--- src/rtl/scsilr_pkg.sv ---
// shared constants for the unit report, sense and reservation link
package scsilr_pkg;
    localparam logic [7:0] OP_REPORT_LUNS = 8'ha0;
    localparam logic [7:0] OP_REQ_SENSE = 8'h03;
    localparam logic [7:0] OP_RESERVE6 = 8'h16;
    localparam logic [7:0] OP_RESERVE10_A = 8'h56;
    localparam logic [7:0] OP_RESERVE10_B = 8'h57;
    localparam logic [7:0] OP_RELEASE6 = 8'h17;
    localparam logic [7:0] OP_RELEASE10 = 8'h57;
    localparam logic [7:0] ST_GOOD = 8'h00;
    localparam logic [7:0] ST_CHECK = 8'h02;
    localparam logic [7:0] ST_CONFLICT = 8'h18;
    localparam logic [3:0] KEY_NONE = 4'h0;
    localparam logic [3:0] KEY_ILLEGAL = 4'h5;
    localparam logic [3:0] KEY_ABORTED = 4'hb;
    localparam logic [7:0] ASC_NONE = 8'h00;
    localparam logic [7:0] ASC_BAD_OPCODE = 8'h20;
    localparam logic [7:0] ASC_BAD_FIELD = 8'h24;
    localparam logic [7:0] ASC_NO_UNIT = 8'h25;
    localparam logic [7:0] ASC_BUS_FREE = 8'h47;
    localparam logic [31:0] LUN_MIN_ALLOC = 32'h0000_0010;
    localparam logic [5:0] LUN_LIST_BYTES = 6'h10;
    localparam logic [7:0] LUN_LIST_LEN = 8'h08;
    localparam logic [5:0] LUN_LEN_POS = 6'h03;
    localparam logic [7:0] SENSE_MAX = 8'h20;
    localparam logic [7:0] SENSE_CODE = 8'h70;
    localparam logic [7:0] SENSE_ADD_LEN = 8'h18;
    localparam logic [5:0] SENSE_KEY_POS = 6'h02;
    localparam logic [5:0] SENSE_LEN_POS = 6'h07;
    localparam logic [5:0] SENSE_ASC_POS = 6'h0c;
    localparam int NUM_INIT = 8;
    localparam logic [7:0] REG_CDB0 = 8'h00;
    localparam logic [7:0] REG_CDB1 = 8'h04;
    localparam logic [7:0] REG_CDB2 = 8'h08;
    localparam logic [7:0] REG_CTRL = 8'h0c;
    localparam logic [7:0] REG_STATUS = 8'h10;
    localparam logic [7:0] REG_LINK = 8'h14;
    localparam logic [7:0] REG_DATA = 8'h20;
    localparam logic [7:0] REG_DATA_END = 8'h3c;
    localparam logic [1:0] REG_DATA_POS = 2'h2;
    localparam int CTRL_GO = 0;
    localparam int CTRL_ID_POS = 4;
    localparam int CTRL_LUN_POS = 8;
    localparam int LINK_BUS_RESET = 0;
    localparam int LINK_TGT_RESET = 1;
    localparam int LINK_BUS_FREE = 2;
endpackage

--- src/rtl/scsilr_link_if.sv ---
// command, data and status link between initiator and target
interface scsilr_link_if;
    logic cmd_valid;
    logic cmd_ready;
    logic [95:0] cmd_cdb;
    logic [2:0] cmd_initiator;
    logic [2:0] cmd_lun;
    logic data_valid;
    logic data_ready;
    logic [7:0] data_byte;
    logic status_valid;
    logic [7:0] status_code;
    logic bus_reset;
    logic target_reset;
    logic bus_free_err;
    logic [2:0] bus_free_initiator;
    modport dev (input cmd_valid, cmd_cdb, cmd_initiator, cmd_lun, data_ready, bus_reset, target_reset,
        bus_free_err, bus_free_initiator, output cmd_ready, data_valid, data_byte, status_valid, status_code);
    modport ini (output cmd_valid, cmd_cdb, cmd_initiator, cmd_lun, data_ready, bus_reset, target_reset,
        bus_free_err, bus_free_initiator, input cmd_ready, data_valid, data_byte, status_valid, status_code);
endinterface

--- src/rtl/scsilr_target.sv ---
// target end: unit report, sense retrieval and whole-unit reservation
// Behaviour
// - opcode a0h, twelve bytes, returns unit list
// - unit report ignores every reservation
// - unit report allocation below 16 is checked
// - short allocation sends no data, check status
// - list length 8, reserved, unit zero entry
// - only unit zero exists
// - opcode 03h, allocation byte 4, returns sense
// - sense kept after check or bus free
// - sense on bad unit: good, unit unsupported
// - nothing pending gives no sense
// - next command from same path clears sense
// - one sense store per initiator
// - sense length is min(allocation, 32)
// - opcode 16h reserves whole unit
// - reservation ends on supersede, release, resets
// - on-behalf flag selects reservation holder
// - ten-byte reserve decoded as 56h and 57h
// - ten-byte extent bit set is checked
// - identification and extent length ignored
// - on-behalf own id equals plain reserve
// - only issuer releases; new grant supersedes
// - other initiator reserving gets conflict
// - release with nothing reserved is good
//
// Decided for this implementation: the register addresses and the Avalon-MM interface to the registers.
module scsilr_target
    import scsilr_pkg::*;
(
    input wire logic clock,
    input wire logic reset,
    scsilr_link_if.dev link,
    output logic resv_active,
    output logic [2:0] resv_owner,
    output logic [2:0] resv_holder
);
    typedef enum logic [2:0] {
        SCSILR_IDLE = 3'b001,
        SCSILR_DATA = 3'b010,
        SCSILR_STAT = 3'b100
    } scsilr_state_t;

    function automatic logic [7:0] cdb_byte(input logic [95:0] cdb, input int i);
        cdb_byte = cdb[95 - 8 * i -: 8];
    endfunction

    function automatic logic [7:0] out_byte(input logic list, input logic [5:0] idx, input logic [3:0] key,
        input logic [7:0] asc);
        out_byte = 8'h00;
        if (list && idx == LUN_LEN_POS)
            out_byte = LUN_LIST_LEN;
        else if (!list && idx == 6'h00)
            out_byte = SENSE_CODE;
        else if (!list && idx == SENSE_KEY_POS)
            out_byte = {4'h0, key};
        else if (!list && idx == SENSE_LEN_POS)
            out_byte = SENSE_ADD_LEN;
        else if (!list && idx == SENSE_ASC_POS)
            out_byte = asc;
    endfunction

    scsilr_state_t state;
    logic [NUM_INIT-1:0] pending;
    logic [3:0] store_key [NUM_INIT];
    logic [7:0] store_asc [NUM_INIT];
    logic x_list;
    logic [3:0] x_key;
    logic [7:0] x_asc;
    logic [5:0] x_len;
    logic [5:0] idx;
    logic [7:0] data_q;
    logic [7:0] status_q;

    wire [7:0] op = cdb_byte(link.cmd_cdb, 0);
    wire [7:0] b1 = cdb_byte(link.cmd_cdb, 1);
    wire [7:0] b3 = cdb_byte(link.cmd_cdb, 3);
    wire [7:0] rs_alloc = cdb_byte(link.cmd_cdb, 4);
    wire [31:0] rl_alloc = {cdb_byte(link.cmd_cdb, 6), cdb_byte(link.cmd_cdb, 7),
        cdb_byte(link.cmd_cdb, 8), cdb_byte(link.cmd_cdb, 9)};
    wire [2:0] me = link.cmd_initiator;
    wire accept = link.cmd_valid && link.cmd_ready;
    wire is_rl = op == OP_REPORT_LUNS;
    wire is_rs = op == OP_REQ_SENSE;
    wire is_r6 = op == OP_RESERVE6;
    // both printed codes reserve; 57h is shared with the ten-byte release
    wire is_r10 = op == OP_RESERVE10_A || op == OP_RESERVE10_B;
    wire is_rel = op == OP_RELEASE6;
    wire lun_bad = link.cmd_lun != 3'h0;
    // identification byte and extent length never looked at
    wire ext_bit = b1[0];
    wire on_behalf_flag = b1[4];
    wire [2:0] on_behalf_target_id = is_r10 ? b3[2:0] : b1[3:1];
    // own id as third party gives the same holder as a plain reserve
    wire [2:0] new_holder = on_behalf_flag ? on_behalf_target_id : me;
    // no queuing: any other owner conflicts at once
    wire conflict = resv_active && resv_owner != me;
    wire rl_short = rl_alloc < LUN_MIN_ALLOC;
    wire [5:0] rs_len = rs_alloc > SENSE_MAX ? SENSE_MAX[5:0] : rs_alloc[5:0];
    wire is_resv = is_r6 || is_r10;
    wire grant = !is_rl && !is_rs && !lun_bad && is_resv && !ext_bit && !conflict;
    // release acts only for the owner, else good and unchanged
    wire drop = !lun_bad && is_rel && resv_active && resv_owner == me;

    logic [7:0] next_status;
    logic [3:0] next_key;
    logic [7:0] next_asc;
    always_comb begin
        next_status = ST_GOOD;
        next_key = KEY_NONE;
        next_asc = ASC_NONE;
        // unit report is decided before reservation or unit checks
        if (is_rl) begin
            if (rl_short) begin
                next_status = ST_CHECK;
                next_key = KEY_ILLEGAL;
                next_asc = ASC_BAD_FIELD;
            end
        end else if (is_rs) begin
            next_status = ST_GOOD;
        end else if (lun_bad) begin
            next_status = ST_CHECK;
            next_key = KEY_ILLEGAL;
            next_asc = ASC_NO_UNIT;
        end else if (is_resv) begin
            // extent bit rejected before conflict check
            if (ext_bit) begin
                next_status = ST_CHECK;
                next_key = KEY_ILLEGAL;
                next_asc = ASC_BAD_FIELD;
            end else if (conflict) begin
                next_status = ST_CONFLICT;
            end
        end else if (!is_rel) begin
            next_status = ST_CHECK;
            next_key = KEY_ILLEGAL;
            next_asc = ASC_BAD_OPCODE;
        end
    end

    // pick the sense image for a retrieval
    wire [3:0] rs_key = lun_bad ? KEY_ILLEGAL : (pending[me] ? store_key[me] : KEY_NONE);
    wire [7:0] rs_asc = lun_bad ? ASC_NO_UNIT : (pending[me] ? store_asc[me] : ASC_NONE);
    // an allocation of at least 16 always holds the single entry
    wire [5:0] load_len = is_rl ? (rl_short ? 6'h00 : LUN_LIST_BYTES) : (is_rs ? rs_len : 6'h00);
    wire [5:0] next_idx = state == SCSILR_IDLE ? 6'h00 : idx + 6'h01;
    wire last = idx == x_len - 6'h01;

    assign link.cmd_ready = state == SCSILR_IDLE;
    assign link.data_valid = state == SCSILR_DATA;
    assign link.status_valid = state == SCSILR_STAT;
    assign link.data_byte = data_q;
    assign link.status_code = status_q;

    always_ff @(posedge clock) begin
        if (reset) begin
            state <= SCSILR_IDLE;
            idx <= 6'h00;
            x_list <= 1'b0;
            x_key <= KEY_NONE;
            x_asc <= ASC_NONE;
            x_len <= 6'h00;
            status_q <= ST_GOOD;
        end else begin
            unique case (state)
                SCSILR_IDLE: begin
                    if (accept) begin
                        // latch what is to be sent
                        x_list <= is_rl;
                        x_key <= rs_key;
                        x_asc <= rs_asc;
                        x_len <= load_len;
                        idx <= 6'h00;
                        status_q <= next_status;
                        state <= load_len != 6'h00 ? SCSILR_DATA : SCSILR_STAT;
                    end
                end
                SCSILR_DATA: begin
                    if (link.data_ready) begin
                        idx <= next_idx;
                        if (last)
                            state <= SCSILR_STAT;
                    end
                end
                SCSILR_STAT: state <= SCSILR_IDLE;
            endcase
        end
    end

    // byte register runs one index ahead of the handshake
    always_ff @(posedge clock) begin
        if (reset)
            data_q <= 8'h00;
        else if (accept)
            data_q <= out_byte(is_rl, 6'h00, rs_key, rs_asc);
        else if (state == SCSILR_DATA && link.data_ready)
            data_q <= out_byte(x_list, next_idx, x_key, x_asc);
    end

    always_ff @(posedge clock) begin
        if (reset) begin
            pending <= '0;
            for (int i = 0; i < NUM_INIT; i++) begin
                store_key[i] <= KEY_NONE;
                store_asc[i] <= ASC_NONE;
            end
        end else begin
            if (accept) begin
                // every command clears, a new check refills
                pending[me] <= next_status == ST_CHECK;
                store_key[me] <= next_key;
                store_asc[me] <= next_asc;
            end
            // lost bus phase leaves sense; set beats a same-cycle clear
            if (link.bus_free_err) begin
                pending[link.bus_free_initiator] <= 1'b1;
                store_key[link.bus_free_initiator] <= KEY_ABORTED;
                store_asc[link.bus_free_initiator] <= ASC_BUS_FREE;
            end
        end
    end

    always_ff @(posedge clock) begin
        // power, bus reset and target reset drop the reservation
        if (reset || link.bus_reset || link.target_reset) begin
            resv_active <= 1'b0;
            resv_owner <= 3'h0;
            resv_holder <= 3'h0;
        end else if (accept && grant) begin
            // new grant replaces the old one
            resv_active <= 1'b1;
            resv_owner <= me;
            resv_holder <= new_holder;
        end else if (accept && drop) begin
            resv_active <= 1'b0;
        end
    end
endmodule

--- src/flat_wrapper.sv ---
// flat-port wrapper written by rule: the top's interface ports become plain ports
module scsilr_target_flat import scsilr_pkg::*;
  (clock, reset, resv_active, resv_owner, resv_holder, link_cmd_valid, link_cmd_cdb, link_cmd_initiator, link_cmd_lun, link_data_ready, link_bus_reset, link_target_reset, link_bus_free_err, link_bus_free_initiator, link_cmd_ready, link_data_valid, link_data_byte, link_status_valid, link_status_code);
  scsilr_link_if link_i ();
  input wire logic clock;
  input wire logic reset;
  output logic resv_active;
  output logic [2:0] resv_owner;
  output logic [2:0] resv_holder;
  input wire logic [$bits(link_i.cmd_valid)-1:0] link_cmd_valid;
  input wire logic [$bits(link_i.cmd_cdb)-1:0] link_cmd_cdb;
  input wire logic [$bits(link_i.cmd_initiator)-1:0] link_cmd_initiator;
  input wire logic [$bits(link_i.cmd_lun)-1:0] link_cmd_lun;
  input wire logic [$bits(link_i.data_ready)-1:0] link_data_ready;
  input wire logic [$bits(link_i.bus_reset)-1:0] link_bus_reset;
  input wire logic [$bits(link_i.target_reset)-1:0] link_target_reset;
  input wire logic [$bits(link_i.bus_free_err)-1:0] link_bus_free_err;
  input wire logic [$bits(link_i.bus_free_initiator)-1:0] link_bus_free_initiator;
  output wire logic [$bits(link_i.cmd_ready)-1:0] link_cmd_ready;
  output wire logic [$bits(link_i.data_valid)-1:0] link_data_valid;
  output wire logic [$bits(link_i.data_byte)-1:0] link_data_byte;
  output wire logic [$bits(link_i.status_valid)-1:0] link_status_valid;
  output wire logic [$bits(link_i.status_code)-1:0] link_status_code;
  assign link_i.cmd_valid = link_cmd_valid;
  assign link_i.cmd_cdb = link_cmd_cdb;
  assign link_i.cmd_initiator = link_cmd_initiator;
  assign link_i.cmd_lun = link_cmd_lun;
  assign link_i.data_ready = link_data_ready;
  assign link_i.bus_reset = link_bus_reset;
  assign link_i.target_reset = link_target_reset;
  assign link_i.bus_free_err = link_bus_free_err;
  assign link_i.bus_free_initiator = link_bus_free_initiator;
  assign link_cmd_ready = link_i.cmd_ready;
  assign link_data_valid = link_i.data_valid;
  assign link_data_byte = link_i.data_byte;
  assign link_status_valid = link_i.status_valid;
  assign link_status_code = link_i.status_code;
  scsilr_target u_core (.clock(clock), .reset(reset), .link(link_i), .resv_active(resv_active), .resv_owner(resv_owner), .resv_holder(resv_holder));
endmodule
--- config.mk ---
export PLATFORM = sky130hd
export DESIGN_NAME = scsilr_target_flat
export DESIGN_NICKNAME = d
export VERILOG_FILES = /design/src/rtl/scsilr_pkg.sv /design/src/rtl/scsilr_link_if.sv /design/src/rtl/scsilr_target.sv /design/src/flat_wrapper.sv
export SDC_FILE = /design/constraint.sdc
export NUM_CORES = 1
export LEC_CHECK = 0
export ABC_AREA = 1
export ABC_CLOCK_PERIOD_IN_PS = 2200
export BUFFER_PORTS_ARGS = -buffer_cell sky130_fd_sc_hd__buf_4
export CORE_MARGIN = 2
export CORE_UTILIZATION = 53
export DETAILED_ROUTE_END_ITERATION = 16
export PLACE_DENSITY = 0.8
export SLEW_MARGIN = 10
export SYNTH_ARGS = -nofsm -noshare
export SYNTH_HDL_FRONTEND = slang
export SYNTH_SLANG_ARGS = --single-unit
--- constraint.sdc ---
create_clock -name clock -period 2.2 [get_ports clock]
set_input_delay 0.66 -clock clock [delete_from_list [all_inputs] [get_ports clock]]
set_output_delay 0.66 -clock clock [all_outputs]
set_load 0.02 [all_outputs]
Yosys cells after proc, flatten, opt, wreduce, memory -nomap -nowiden:

Memory sizes are Yosys's and may differ from the RTL's.
Index checks and enable logic that the tools add are counted.

* register bits: 59
* memory bits (writable): 96
* bits of input ports: 112
* output and inout bits: 26
* logic and storage cells: 167
* memories: 2

* add/sub/neg operators: 2
* $lt $le $gt $ge: 6
* eq/ne operators: 20
* multiplexer cells: 81
* bitwise gates (word level): 1
* reductions and logical operators: 43

Memory list
* u_core.store_asc: depth 8, width 8, read ports 1, clocked after Yosys merged registers in 0, write ports 8, line scsilr_target.sv:66 `logic [7:0] store_asc [NUM_INIT];`
* u_core.store_key: depth 8, width 4, read ports 1, clocked after Yosys merged registers in 0, write ports 8, line scsilr_target.sv:65 `logic [3:0] store_key [NUM_INIT];`

Operators with widths (count)
* $mux W8: 23
* $mux W6: 9
* $mux W3: 13
* $lt A32 B5 Y1 const B: 1
* $mux W4: 8
* $logic_and A1 B1 Y1: 20
* $mux W1: 17
* $eq A8 B2 Y1 const B: 2
* $eq A8 B5 Y1 const B: 2
* $eq A8 B7 Y1 const B: 2
* $reduce_or A8 Y1: 2
* $eq A6 B2 Y1 const B: 2
* $pmux W6 S2: 1
* $mux W5: 2
* $pmux W3 S3: 1
* $bwmux W8: 1
* $eq A8 B8 Y1 const B: 1
* $gt A8 B6 Y1 const B: 1
* $lt A3 B4 Y1 const B: 2
* $or A8 B8 Y8: 1
* $reduce_or A4 Y1: 2
* $mux W7: 1
* $add A6 B1 Y6 const B: 1
* $demux W1 S3: 2
* 22 further kinds: 36

Longest topological paths before layout:

* word-level depth: 14
* gate-level depth with buffers: 12
* depth with buffers taken out: 12

Least setup slack after synthesis:

OpenSTA, ideal clock, no wires.

* kind: flip-flop to flip-flop
* start point: register u_core.state[1]
* end point: register u_core.data_q[3] (netlist: u_core.link.data_byte[3])
* setup time: 0.132 ns
* data arrival time: 1.698 ns
* data required time: 2.068 ns
* slack: 0.370 ns
* cell stages (with the launch flop): 9
* path buffers: 0
* period minus slack after synthesis: 1.830 ns
* path through: dfxtp_1 inv_2 nor3_1 nand2_2 nand2_4 inv_4 nand2_1 a21boi_1 a21oi_1

* elaborated cells on any way between the ends: 23

RTL lines
* from (decl): line scsilr_target.sv:63 `scsilr_state_t state;`
* from (signal assigned): line scsilr_target.sv:175 `state <= load_len != 6'h00 ? SCSILR_DATA : SCSILR_STAT;`
* $eq A3 B2 Y1
* named net link_data_valid: line flat_wrapper.sv:20 `output wire logic [$bits(link_i.data_valid)-1:0] link_data_valid;`
* $logic_and A1 B1 Y1: line scsilr_target.sv:196 `else if (state == SCSILR_DATA && link.data_ready)`
* $reduce_bool A2 Y1 (no line)
* to (signal assigned): line scsilr_target.sv:195 `data_q <= out_byte(is_rl, 6'h00, rs_key, rs_asc);`
* to (signal assigned): line scsilr_target.sv:197 `data_q <= out_byte(x_list, next_idx, x_key, x_asc);`
* to (decl): line scsilr_target.sv:72 `logic [7:0] data_q;`

The timed path passes the listed nets, and every way through them passes these cells. The select of a mux whose other input is x is not followed.
A chain may end at the register's enable or synchronous reset.

Worst setup path after layout:

* start point: register u_core.state[1]
* end point: output link_data_valid

* cells in the longest elaborated chain, start to end: 1

Ends and longest elaborated chain
* $eq A3 B2 Y1: line scsilr_target.sv:150 `assign link.data_valid = state == SCSILR_DATA;`
* to (decl): line flat_wrapper.sv:20

No other way between the ends.

==> out/results.ini <==
[yosys]
ys.warnings.count = 0
syn_inst = 769
ys.flop_type = dfxtp_1
synth.mux.area_fraction_pct = 0
synth_top_family_by_area = simple AND/OR/NAND/NOR gates
ys_seq_area_share_pct = 36.6
synth_compound_area_share_pct = 13.7
synth_edf_count = 0
syn_area_sq_mm = 0.00514
synth_xor_area_share_pct = 0.341
synth.distinct_cells = 51
synth-simple-area-share_pct = 38.2
avgSynthCellArea_sq_um = 6.69
ys_ff_latch = 94
async_flop_share_pct = 0
synthAdderAreaFrac_pct = 0.487

[floorplan]
dieArea_sq_mm = 0.0105
die_x_um = 103
rows = 35
core-area_sq_mm = 0.00933
die_h_um = 103
start_util_pct = 55.1
io_pins = 138

[timing]
fin_tns_setup_ps = 0
setup_viol = 0
finalWorstSetupSlack_ps = 201
maxSlewViolCount = 0
fmax_mhz = 500
rsz0062_at_grt = no
finalClockSkew_ps = 10.6
fin_crit_ps = 2000
timing.final.crit_share_pct = 90.9
fin_hold_ws_ps = 448
finalHoldViolations = 0

[clock_tree]
cts-root-buf = clkbuf_8
cts_hold_buf = 0
numCtsBuffers = 9
cts_setup_buffers = 0
clock_latency_ps = 360
cts.sinks = 94
cts_tree = done
cts_max_path_buffers = 2
cts_resized = 0
clk_pin_slew_ps = 90
ctsHtreeMaxLevel = 3

[route]
drtAntennaViolNets = 0
vias = 5283
drcViolationCount = 0
first_iter_violations = 357
firstDrtPassIters = 5
wl_um = 13400
vias_per_cell = 5.29
wl_per_cell_um = 13.4

[power]
ir_drop_v = 0.000393
p_leak_nw = 2.79
fin_total_pwr_mw = 3.48
p_comb_share_pct = 16.7
p_per_area_mw_per_mm2 = 569
power_switching_mw = 1.04
swShare_pct = 29.9
clock_power_share_pct = 31.0
seq_power_share_pct = 52.3
power.internal_mw = 2.44

[placed_design]
dp_cells = 982
dpl_cell_area_sq_mm = 0.00594
dp_hpwl_um = 10400
routabilityCongestion = 0.928
portBuffers = 87
post-place-ws_ps = 117

[grt]
grt_usage_pct = 26.0
grt_max_degree = 22
antenna_found_initial = 0
grt_pass1_vias = 4813
overflow = 0
grt_pass1_wl_um = 21600

[critical_path]
critPathLaunchType = flop
crit_type = reg -> out
slowest_delay_ps = 390
slowest_stage = dfxtp_1
arrival_ps = 1340
path_cells = inv_2 -> nor3_1 -> buf_4
required_ps = 1540
critPathMaxFanout = 3
crit_path_end_kind = output port

[final_layout]
syn_to_final_growth_pct = 19.0
final_cells = 998
final_core_util_pct = 65.6
drive_gt1_share_pct = 19.9
n_antenna_cell = 0
fin_nets = 978
nFillCells = 858
fin_area_sq_mm = 0.00612

[run_status]
status = finished, final reports clean

[hold_path]
hp-class = reg -> reg

[run]
drv_cap = 0

-- power groups by stage --
stage | sequential [mW] | clock (mW) | combinational (mW)
floorplan | 1.86 | 0 | 0.362
global placement | 1.86 | 0 | 0.561
detailed placement | 1.86 | 0 | 0.575
CTS | 1.82 | 1.09 | 0.577
global route | 1.83 | 1.17 | 0.647
finish | 1.82 | 1.08 | 0.580
-- metal layers --
metal,GRT usage [%],share of wire [%],up-vias,routed length (um)
met5,0,0,-,0
met4,9.13,2.0,0,274
met3,3.59,6.4,25,856
met2,46.4,49,188,6510
met1,32.1,43,2415,5740
li1,-,-,2655,-
-- final timing paths --
kind	to	from	cells after the start	slack (ps)
hold / removal	u_core.store_key[3][1]	u_core.store_key[3][1]	2	450
setup / recovery	link_data_valid	u_core.state[1]	3	200
hold reg to reg	u_core.store_key[3][1]	u_core.store_key[3][1]	2	450
setup reg to reg	u_core.link.data_byte[1]	u_core.idx[0]	10	370
-- flip-flops by register name (all words and copies together) (netlist names) --
name / flops
u_core.store_asc: 27
u_core.store_key: 21
u_core.pending: 8
u_core.link.data_byte: 7
u_core.idx: 6
u_core.x_len: 6
u_core.resv_holder: 3
u_core.resv_owner: 3
u_core.state: 3
u_core.x_asc: 3
u_core.x_key: 3
u_core.link.status_code: 2
u_core.resv_active: 1
u_core.x_list: 1
-- area by class of cell --
class	instances	area, sq um	share of cell area, %
clock buffer	10	128	2.09
clock inverter	6	53.8	0.879
inverter	110	419	6.85
multi-input combinational	550	2730	44.7
sequential	94	1880	30.7
tap	129	161	2.64
timing repair buffer	99	743	12.1
-- cell usage in the layout (no fill, tap or decap), types with 6 or more instances in the layout --
cell type  instances
nand2_1          210
inv_2              7
clkbuf_8           9
nor2_1            85
o211ai_1           9
a21oi_1           47
o22ai_1           10
dfxtp_1           94
conb_1             6
nand2_2            6
o21ai_0           27
nand3_1           57
buf_4             99
nand2_4            9
nor2_2            16
nor2_4             8
nand4_1           11
inv_1             99
-- worst max-delay path, delay by kind of cell, from the launching register on --
| kind | cells | cell delay (ps) |
|---|---|---|
| flip-flops | 1 | 390 |
| AND/OR/NAND/NOR | 1 | 310 |
| buffers and inverters | 2 | 290 |
-- cells by family (layout without fill, tap and decap cells) --
logic type / Yosys count / in the layout
simple gates: 419 / 419
buf+inv: 130 / 225
compound gates: 121 / 121
flops: 94 / 94
fa+ha+maj: 2 / 2
xor+xnor: 2 / 2
other cells: 1 / 6
-- Yosys cell counts, types with 2 or more instances --
| cell type | count | area, sq um |
|---|---|---|
| inv_4 | 2 | 12.5 |
| nor2_4 | 8 | 90.1 |
| o211ai_1 | 9 | 67.6 |
| nand3_4 | 2 | 35.0 |
| dfxtp_1 | 94 | 1880 |
| nand3_1 | 57 | 285 |
| nand4_1 | 11 | 68.8 |
| o22ai_1 | 10 | 62.6 |
| a31oi_1 | 4 | 25.0 |
| o2111ai_1 | 2 | 17.5 |
| buf_4 | 11 | 82.6 |
| nand2_2 | 6 | 37.5 |
| nand2_4 | 9 | 101 |
| nor2_1 | 85 | 319 |
| nor2_8 | 2 | 40.0 |
| ha_1 | 2 | 25.0 |
| inv_2 | 7 | 26.3 |
| nand3_2 | 2 | 20.0 |
| nor2_2 | 16 | 100 |
| nand2_1 | 210 | 788 |
| a21oi_1 | 47 | 235 |
| a211oi_1 | 5 | 37.5 |
| o21ai_0 | 27 | 135 |
| inv_1 | 99 | 372 |
| o21ai_1 | 3 | 15.0 |
| a22oi_1 | 4 | 30.0 |
| a21boi_0 | 2 | 15.0 |
| nor3_1 | 5 | 25.0 |
| clkbuf_1 | 6 | 22.5 |
(Power assumes the default switching activity.)
